$ cat config.mk
export PLATFORM = sky130hd
export DESIGN_NAME = uart_baud_and_data_status
export DESIGN_NICKNAME = d
export VERILOG_FILES = /design/src/uart_pkg.sv /design/src/uart_baud_and_data_status.sv
export VERILOG_INCLUDE_DIRS = /design/src
export SDC_FILE = /design/constraint.sdc
export NUM_CORES = 1
export LEC_CHECK = 0
export ABC_AREA = 1
export BUFFER_PORTS_ARGS = -buffer_cell sky130_fd_sc_hd__buf_2
export CAP_MARGIN = 20
export CORE_MARGIN = 3
export CORE_UTILIZATION = 56
export CTS_BUF_LIST = sky130_fd_sc_hd__clkbuf_2 sky130_fd_sc_hd__clkbuf_4 sky130_fd_sc_hd__clkbuf_8
export CTS_CLUSTER_SIZE = 8
export DETAILED_ROUTE_END_ITERATION = 8
export HOLD_SLACK_MARGIN = 0.1
export PLACE_DENSITY = 0.84
export SLEW_MARGIN = 20
export SYNTH_ARGS = -nofsm -noshare
export SYNTH_HDL_FRONTEND = slang
export SYNTH_SLANG_ARGS = --single-unit
$ cat constraint.sdc
create_clock -name pclk -period 4.05 [get_ports pclk]
set_input_delay 1.0125 -clock pclk [delete_from_list [all_inputs] [get_ports pclk]]
set_output_delay 1.0125 -clock pclk [all_outputs]
set_load 0.01 [all_outputs]
$ cat src/uart_consts.svh
// Purpose: Constants of the serial port divisor, data and status block.
// Assumes: APB byte address is four times the register index.
// Notes:   Field positions are bit numbers inside each 8-bit register.
`ifndef UART_CONSTS_SVH
`define UART_CONSTS_SVH

// Register indices
`define IDX_DATA      12'hf40
`define IDX_LSTAT     12'hf41
`define IDX_CTRL0     12'hf42
`define IDX_CTRL1     12'hf43
`define IDX_MSTAT     12'hf44
`define IDX_DIV_HI    12'hf46
`define IDX_DIV_LO    12'hf47

// Control 0 fields
`define C0_TEN        7
`define C0_REN        6
`define C0_CTSE       5
`define C0_PEN        4
`define C0_PSEL       3
`define C0_SBRK       2
`define C0_STOP       1
`define C0_LBEN       0

// Control 1 fields
`define C1_MPEN       6
`define C1_MPBT       4
`define C1_DIVISOR_TIMER_IRQ_ENABLE       2

// Multinode status fields
`define MS_FIRST_DATA_OF_FRAME     1
`define MS_NINTH      0

// Reset values
`define CTRL_RST      8'h00
`define DIV_RST       16'hffff

// Oversampling and frame bit-count figures
`define OS_LAST       4'hf
`define OS_MID        4'h7
`define TX_BASE_BITS  4'ha
`define RX_BASE_LAST  4'h8

`endif

$ cat src/uart_pkg.sv
// Purpose: Types of the serial port divisor, data and status block.
// Assumes: Constants live in uart_consts.svh.
// Notes:   All module state except the assertion helper counters is one packed struct.
package uart_pkg;

    typedef enum logic [1:0] {RX_IDLE, RX_START, RX_BITS} rx_state_e;

    typedef enum logic [2:0] {
        SEL_DATA, SEL_LSTAT, SEL_CTRL0, SEL_CTRL1,
        SEL_MSTAT, SEL_DIV_HI, SEL_DIV_LO, SEL_NONE
    } reg_sel_e;

    typedef struct packed {
        logic [7:0]  ctrl0;
        logic [7:0]  ctrl1;
        logic [15:0] div;
        logic [15:0] cnt;
        logic [7:0]  tx_hold;
        logic        hold_full;
        logic        tx_active;
        logic [11:0] tx_sh;
        logic [3:0]  tx_bits;
        logic [3:0]  tx_os;
        logic        tx_out;
        rx_state_e   rx_st;
        logic [3:0]  rx_os;
        logic [3:0]  rx_bit;
        logic [9:0]  rx_sh;
        logic [7:0]  rx_data;
        logic        rx_byte_waiting;
        logic        pe;
        logic        oe;
        logic        fe;
        logic        break_seen_flag;
        logic        first_data_of_frame;
        logic        last_ninth_bit;
        logic        addr_seen;
        logic        irq;
        logic [31:0] prdata;
        logic        pready;
        logic        pslverr;
    } uart_state_s;

endpackage : uart_pkg

$ cat src/uart_baud_and_data_status.sv
// Purpose: Divisor counter, data registers and status of a serial port.
// Assumes: Single clock pclk; pins synchronous to it; APB slave with 14-bit address.
// Notes:   Divisor counter doubles as a timer when transmitter and receiver are off.
//
// Overview of operation
// Divisor is high byte then low byte.
// Bit rate is clock over sixteen times divisor.
// Counter keeps timing while port is disabled.
// Software disables port, loads count, enables interrupt.
// Timer interval equals divisor clock periods.
// Data write loads byte to transmit.
// Data read returns last received byte.
// Byte waiting flag set on load, read clears.
// Parity flag set on mismatch, read clears.
// Overrun flag; read clears only when none waiting.
// Framing flag set on missing stop bit.
// Break flag when whole character is zero.
// Holding empty resets one, write clears it.
// Shift idle reads zero while sending.
// Bit zero returns clear-to-send pin level.
// Reserved multinode bits read and write zero.
// First data of frame bit, read clears.
// Ninth bit of last character, read clears.
// Divisor reload raises receiver interrupt when enabled.
// Overrun keeps the byte already held.
// Counter counts down, reloads, one tick per reload.
`timescale 1ns/100ps
`include "uart_consts.svh"

module uart_baud_and_data_status
    import uart_pkg::*;
(
    // Clock and reset
    input  wire logic        pclk,
    input  wire logic        presetn,
    // APB slave
    input  wire logic        psel,
    input  wire logic        penable,
    input  wire logic        pwrite,
    input  wire logic [13:0] paddr,
    input  wire logic [31:0] pwdata,
    output logic      [31:0] prdata,
    output logic             pready,
    output logic             pslverr,
    // Serial line
    input  wire logic        serial_in_pin,
    input  wire logic        cts_n,
    output logic             serial_out_pin,
    // Receiver interrupt, high one cycle per new byte or divisor reload
    output logic             rx_irq
);

    // Address decode, shared by read mux and write path
    function automatic reg_sel_e reg_sel(input logic [13:0] a);
        reg_sel_e r;
        r = SEL_NONE;
        if (a == {`IDX_DATA, 2'b00})   r = SEL_DATA;
        if (a == {`IDX_LSTAT, 2'b00})  r = SEL_LSTAT;
        if (a == {`IDX_CTRL0, 2'b00})  r = SEL_CTRL0;
        if (a == {`IDX_CTRL1, 2'b00})  r = SEL_CTRL1;
        if (a == {`IDX_MSTAT, 2'b00})  r = SEL_MSTAT;
        if (a == {`IDX_DIV_HI, 2'b00}) r = SEL_DIV_HI;
        if (a == {`IDX_DIV_LO, 2'b00}) r = SEL_DIV_LO;
        return r;
    endfunction : reg_sel

    // Ninth bit: multinode flag when enabled, else parity of the byte
    function automatic logic ninth_of(input logic [7:0] d, input logic mp,
                                      input logic mpbt, input logic odd);
        return mp ? mpbt : (^d ^ odd);
    endfunction : ninth_of

    uart_state_s s;
    uart_state_s n;

    logic        tick;
    logic        setup;
    logic        acc;
    logic        data_rd;
    logic        data_wr;
    logic        rx_done;
    logic        rda_left;
    logic        extra;
    logic        rxi;
    logic        brk;
    logic        ninth;
    logic        tx_shift_idle;
    logic [9:0]  w;
    logic [7:0]  rd_byte;
    reg_sel_e    sel;

    // Next state of the whole block
    always_comb begin
        n        = s;
        sel      = reg_sel(paddr);
        setup    = psel & ~penable;
        acc      = psel & penable & s.pready;
        data_rd  = acc & ~pwrite & (sel == SEL_DATA);
        data_wr  = acc & pwrite & (sel == SEL_DATA);
        extra    = s.ctrl0[`C0_PEN] | s.ctrl1[`C1_MPEN];
        tx_shift_idle      = ~s.tx_active & ~s.hold_full;
        rx_done  = 1'b0;
        w        = s.rx_sh;
        brk      = 1'b0;
        ninth    = 1'b0;
        rd_byte  = 8'h00;

        // Down counter, reload at end gives period of div clocks
        tick  = (s.cnt <= 16'h0001);
        n.cnt = tick ? s.div : s.cnt - 16'h0001;

        // Transmit shifter: one bit per sixteen ticks
        if (s.tx_active) begin
            if (tick) begin
                n.tx_os = s.tx_os + 4'h1;
                if (s.tx_os == `OS_LAST) begin
                    n.tx_sh   = {1'b1, s.tx_sh[11:1]};
                    n.tx_bits = s.tx_bits - 4'h1;
                    if (s.tx_bits == 4'h1) begin
                        n.tx_active = 1'b0;
                    end
                end
            end
        end else if (s.hold_full && s.ctrl0[`C0_TEN] &&
                     (~s.ctrl0[`C0_CTSE] | ~cts_n)) begin
            // Frame: start, data, optional ninth, stop bits
            n.tx_sh = extra ?
                {2'b11, ninth_of(s.tx_hold, s.ctrl1[`C1_MPEN], s.ctrl1[`C1_MPBT],
                                 s.ctrl0[`C0_PSEL]), s.tx_hold, 1'b0} :
                {3'b111, s.tx_hold, 1'b0};
            n.tx_bits   = `TX_BASE_BITS + {3'b000, extra} + {3'b000, s.ctrl0[`C0_STOP]};
            n.tx_os     = 4'h0;
            n.tx_active = 1'b1;
            n.hold_full = 1'b0;
        end
        // Send break holds the line low
        n.tx_out = s.ctrl0[`C0_SBRK] ? 1'b0 : (n.tx_active ? n.tx_sh[0] : 1'b1);

        // Receiver, optionally looped back from the transmitter
        rxi = s.ctrl0[`C0_LBEN] ? s.tx_out : serial_in_pin;
        unique case (s.rx_st)
            RX_IDLE: begin
                if (s.ctrl0[`C0_REN] && tick && !rxi) begin
                    n.rx_st = RX_START;
                    n.rx_os = 4'h0;
                end
            end
            RX_START: begin
                if (tick) begin
                    n.rx_os = s.rx_os + 4'h1;
                    if (s.rx_os == `OS_MID) begin
                        // Glitch filter: start must still be low mid-bit
                        n.rx_st  = rxi ? RX_IDLE : RX_BITS;
                        n.rx_os  = 4'h0;
                        n.rx_bit = 4'h0;
                    end
                end
            end
            RX_BITS: begin
                if (tick) begin
                    n.rx_os = s.rx_os + 4'h1;
                    if (s.rx_os == `OS_LAST) begin
                        w[s.rx_bit] = rxi;
                        n.rx_sh     = w;
                        n.rx_bit    = s.rx_bit + 4'h1;
                        if (s.rx_bit == `RX_BASE_LAST + {3'b000, extra}) begin
                            rx_done = 1'b1;
                            n.rx_st = RX_IDLE;
                        end
                    end
                end
            end
        endcase
        if (!s.ctrl0[`C0_REN]) begin
            n.rx_st = RX_IDLE;
        end

        ninth = extra & w[8];
        brk   = (w[7:0] == 8'h00) & ~ninth & ~rxi;

        // Read of receive data clears the receive flags, overrun only when no byte was waiting
        if (data_rd) begin
            n.rx_byte_waiting    = 1'b0;
            n.pe     = 1'b0;
            n.fe     = 1'b0;
            n.break_seen_flag   = 1'b0;
            n.first_data_of_frame = 1'b0;
            n.last_ninth_bit   = 1'b0;
            if (!s.rx_byte_waiting) begin
                n.oe = 1'b0;
            end
        end
        // Completion after clears, so a set in the same cycle wins
        rda_left = s.rx_byte_waiting & ~data_rd;
        if (rx_done) begin
            if (rda_left) begin
                n.oe = 1'b1;
                if (brk) begin
                    n.break_seen_flag = 1'b1;
                end
            end else begin
                n.rx_data = w[7:0];
                n.rx_byte_waiting     = 1'b1;
                n.pe      = s.ctrl0[`C0_PEN] & ~s.ctrl1[`C1_MPEN] &
                            ((^w[7:0] ^ w[8]) != s.ctrl0[`C0_PSEL]);
                n.fe      = ~rxi;
                n.break_seen_flag    = brk;
                n.last_ninth_bit    = ninth;
                if (s.ctrl1[`C1_MPEN]) begin
                    if (ninth) begin
                        n.addr_seen = 1'b1;
                    end else if (s.addr_seen) begin
                        n.first_data_of_frame    = 1'b1;
                        n.addr_seen = 1'b0;
                    end
                end
            end
        end

        // Receiver interrupt: new byte, or divisor reload in timer use
        n.irq = (tick & s.ctrl1[`C1_DIVISOR_TIMER_IRQ_ENABLE]) | (rx_done & ~rda_left);

        // Read mux, data captured in the setup cycle
        unique case (sel)
            // A byte landing in the setup cycle is returned, else the read would drop it
            SEL_DATA:   rd_byte = (rx_done & ~rda_left) ? w[7:0] : s.rx_data;
            SEL_LSTAT:  rd_byte = {s.rx_byte_waiting, s.pe, s.oe, s.fe, s.break_seen_flag,
                                   ~s.hold_full, tx_shift_idle, cts_n};
            SEL_CTRL0:  rd_byte = s.ctrl0;
            SEL_CTRL1:  rd_byte = s.ctrl1;
            SEL_MSTAT:  rd_byte = {6'h00, s.first_data_of_frame, s.last_ninth_bit};
            SEL_DIV_HI: rd_byte = s.ctrl1[`C1_DIVISOR_TIMER_IRQ_ENABLE] ? s.cnt[15:8] : s.div[15:8];
            SEL_DIV_LO: rd_byte = s.ctrl1[`C1_DIVISOR_TIMER_IRQ_ENABLE] ? s.cnt[7:0] : s.div[7:0];
            SEL_NONE:   rd_byte = 8'h00;
        endcase
        // Zero-wait slave: pready high in every access phase
        n.pready  = setup;
        n.pslverr = setup & (sel == SEL_NONE);
        if (setup) begin
            n.prdata = pwrite ? 32'h0000_0000 : {24'h00_0000, rd_byte};
        end

        // Register writes at the completing access edge
        if (acc && pwrite) begin
            unique case (sel)
                SEL_DATA: begin
                    n.tx_hold   = pwdata[7:0];
                    n.hold_full = 1'b1;
                end
                SEL_CTRL0:  n.ctrl0       = pwdata[7:0];
                SEL_CTRL1:  n.ctrl1       = pwdata[7:0];
                SEL_DIV_HI: n.div[15:8]   = pwdata[7:0];
                SEL_DIV_LO: n.div[7:0]    = pwdata[7:0];
                SEL_LSTAT, SEL_MSTAT, SEL_NONE: begin
                    // Status has nothing writable; ignored
                end
            endcase
        end
    end

    // Single state register
    always_ff @(posedge pclk or negedge presetn) begin
        if (!presetn) begin
            s           <= '0;
            s.ctrl0     <= `CTRL_RST;
            s.ctrl1     <= `CTRL_RST;
            s.div       <= `DIV_RST;
            s.cnt       <= `DIV_RST;
            s.tx_sh     <= 12'hfff;
            s.tx_out    <= 1'b1;
            s.rx_st     <= RX_IDLE;
        end else begin
            s <= n;
        end
    end

    // Outputs straight from the state flops
    assign prdata         = s.prdata;
    assign pready         = s.pready;
    assign pslverr        = s.pslverr;
    assign serial_out_pin = s.tx_out;
    assign rx_irq         = s.irq;

    // Helper: clocks since the last tick, valid only with divisor untouched
    logic [16:0] gap_cnt;
    logic        gap_ok;
    always_ff @(posedge pclk or negedge presetn) begin
        if (!presetn) begin
            gap_cnt <= 17'h00001;
            gap_ok  <= 1'b0;
        end else begin
            gap_cnt <= tick ? 17'h00001 : gap_cnt + 17'h00001;
            if (acc && pwrite && (sel == SEL_DIV_HI || sel == SEL_DIV_LO)) begin
                gap_ok <= 1'b0;
            end else if (tick) begin
                gap_ok <= 1'b1;
            end
        end
    end
endmodule : uart_baud_and_data_status

==> results.md <==
- Status: completed
- CP endpoint kind: register
- Mean Syn Cell Area: 7.79 um^2
- DIE AREA: 14300 um^2
- Total track usage: 24.1%
- Layout cell share with drive strength beyond 1: 16.9%
- Leak: 3.98 nW
- Via density: 5.38
- Post-synth top flop: dfrtp_1
- Slew margin rel.: 32.1%
- Vias in the first global route: 5721
- Final hold vios: 0
- Synth Cell Area: 7230 um^2
- Number of synthesized register bits: 125
- Post-synth EDFFs: 0
- Final Skew: 0.0141 ns
- # clock sinks: 125
- CTS Root Cell: clkbuf_8
- Residual DRC count: 0
- Max-cap violations: 0
- Yosys warning total: 0
- Max-slew violation count: 0
- H-tree levels: 4
- Slew @ Worst Pin: 1.02 ns
- Commonest non-fill, non-tap cells in the layout: nand2_1 (241), inv_1 (118), dfrtp_1 (80)
- Crit Path Category: register to register
- Area grow syn2layout: 9.29%
- Commonest non-fill, non-tap cell in the layout: nand2_1
- Maximum VDD drop: 300 uV
- Initial Util: 58.7%
- CTS Buf Count: 17
- Post-Syn Instances: 928
- Hold buffer count at cts: 0
- Total grt overflow: 0
- CTS tree: built
- Buffers added on ports: 40
- Worst endpoint required time: 4.39 ns
- Final setup viols: 0
- Final ANT Viol Nets: 0
- Total number of vias: 6121
- Yosys top cell area share: 27.7%
- Resized Gates After CTS: 0
- Die Y: 120 um
- Count of different cell masters after synthesis: 49
- Unrepaired setup endpoints after global routing: no
- Async S/R FF share, synth: 100%
- Largest area contributor in the netlist: dfrtp_1
- Crit path time final: 3.07 ns
- RD Place Congestion: 0.938
- Hold WC Path Type: register to register
- Pwr dens: 412 nW/um^2
- Pin count of the biggest net entering global routing: 70
- Nets: 1028
- First-pass GRT wire length: 27.3 mm
- Setup_tns: 0 ns
- DRT iter0 DRCs: 521
- Clk buf depth: 2
- Final worst path period share: 75.9%
- Clock Latency Late Sink: 0.45 ns
- Routed wire per std cell: 14.5 um
- Overall die width: 120 um
- Number of diodes: 0
- Fmax: 325 MHz
- Crit-path max FO: 28
- Clock-pin slew on the worst setup and hold paths: 0.08 ns
- Core Rows: 40
- CP startpoint kind: register
- Seq/Total Area, Yosys: 44.0%
- Total wire length: 16.4 mm
- # IOs: 89
- Initial antenna violation count: 0
- Largest cells by area after synthesis: dfrtp_1 (28%), dfstp_2 (16%), nand2_1 (13%)
- Worst path arrival time: 3.41 ns
- DP Wirelength: 11.9 mm
- Core area: 12300 um^2
- DRT Pass-1 Iters: 5
- Worst hold margin: 0.435 ns
- Post-CTS setup buffer count: 0
## state kept, by name, indices dropped and copies added (netlist names)
signal	flops
s	113
prdata	8
pready	1
pslverr	1
rx_irq	1
serial_out_pin	1
## Yosys cell counts, drive strengths merged, types with 2 or more instances
library cell,count
a21oi,27
a31oi,2
buf,46
clkbuf,9
clkinv,3
dfrtp,80
dfstp,45
ha,18
inv,122
nand2,263
nand3,67
nand4,20
nor2,77
nor3,10
nor4,2
o211ai,11
o21ai,82
o221ai,8
o22ai,2
o31ai,2
or2,2
xnor2,11
xor2,9
## stage by stage
stage	area (um^2)	power, mW	setup slack, ns	cells	util [%]
6_report	7900	3.26	0.975	1138	64.2
3_3_place_gp	7390	1.84	0.840	1106	60.0
4_1_cts	7900	3.27	0.990	1138	64.2
3_5_place_dp	7390	1.85	0.777	1106	60.0
5_1_grt	7900	3.39	0.719	1138	64.2
2_1_floorplan	7320	1.76	1.30	951	-
## per-layer routing
metal / wire, um / up-vias / part of all wire [%] / track usage, %
met1: 7040 / 2870 / 43 / 30.8
met4: 366 / 0 / 2.2 / 8.52
met2: 8050 / 224 / 49 / 39.8
li1: - / 2990 / - / -
met5: 0 / - / 0 / 0
met3: 994 / 37 / 6.0 / 6.03
## power breakdown
part | leakage [nW] | internal [mW] | switching, mW
Sequential | 1.49 | 1.39 | 0.0885
Combinational | 2.23 | 0.128 | 0.224
Clock | 0.264 | 0.929 | 0.500
## cell type report
type                    count  area [um^2]
fillers                  1051         4410
multi-input cells         646         3290
flip-flops and latches    125         3180
inverters                 125          470
clock inverters            13          269
clock buffers              19          249
repair buffers             42          230
well taps                 168          210
## path summary, 6_finish.rpt
path                               from              to  slack (ns)  cells after the start
worst max-delay path             s[102]           s[41]        0.98                     20
worst min-delay path             s[144]  serial_out_pin        0.44                      1
worst max register to register   s[102]           s[41]        0.98                     20
worst min register to register   s[144]  serial_out_pin        0.44                      1
max in group asynchronous       presetn          s[132]        2.54                      2
min in group asynchronous       presetn           s[78]        0.67                      1
## cell families after synthesis
family	after synthesis	share of synthesized area [%]
and+or+nand+nor	442	27.4
other	1	0.0519
muxes	1	0.138
xor gates and xnor gates	20	2.42
adders and majority gates	18	3.11
buffers and inverters	180	11.7
DFF	125	44.0
AOI/OAI and AO/OA	141	11.1
## critical path: stages (launching register included)
cell and delay (ns):
dfstp_2 0.56, inv_1 0.06, ha_1 0.24, nand2_2 0.17, nor2_8 0.07, nand2_1 0.11
nand2_4 0.22, nand3_4 0.19, nand2_1 0.08, nand2_2 0.11, inv_1 0.06, ha_1 0.29
xnor2_1 0.21, xor2_1 0.20, inv_1 0.06, nand2_1 0.05, nand2_1 0.06, inv_1 0.05
nand2_1 0.04, nand4_1 0.07, nand2_1 0.05
Note: power is estimated with default switching activity, not from simulation.
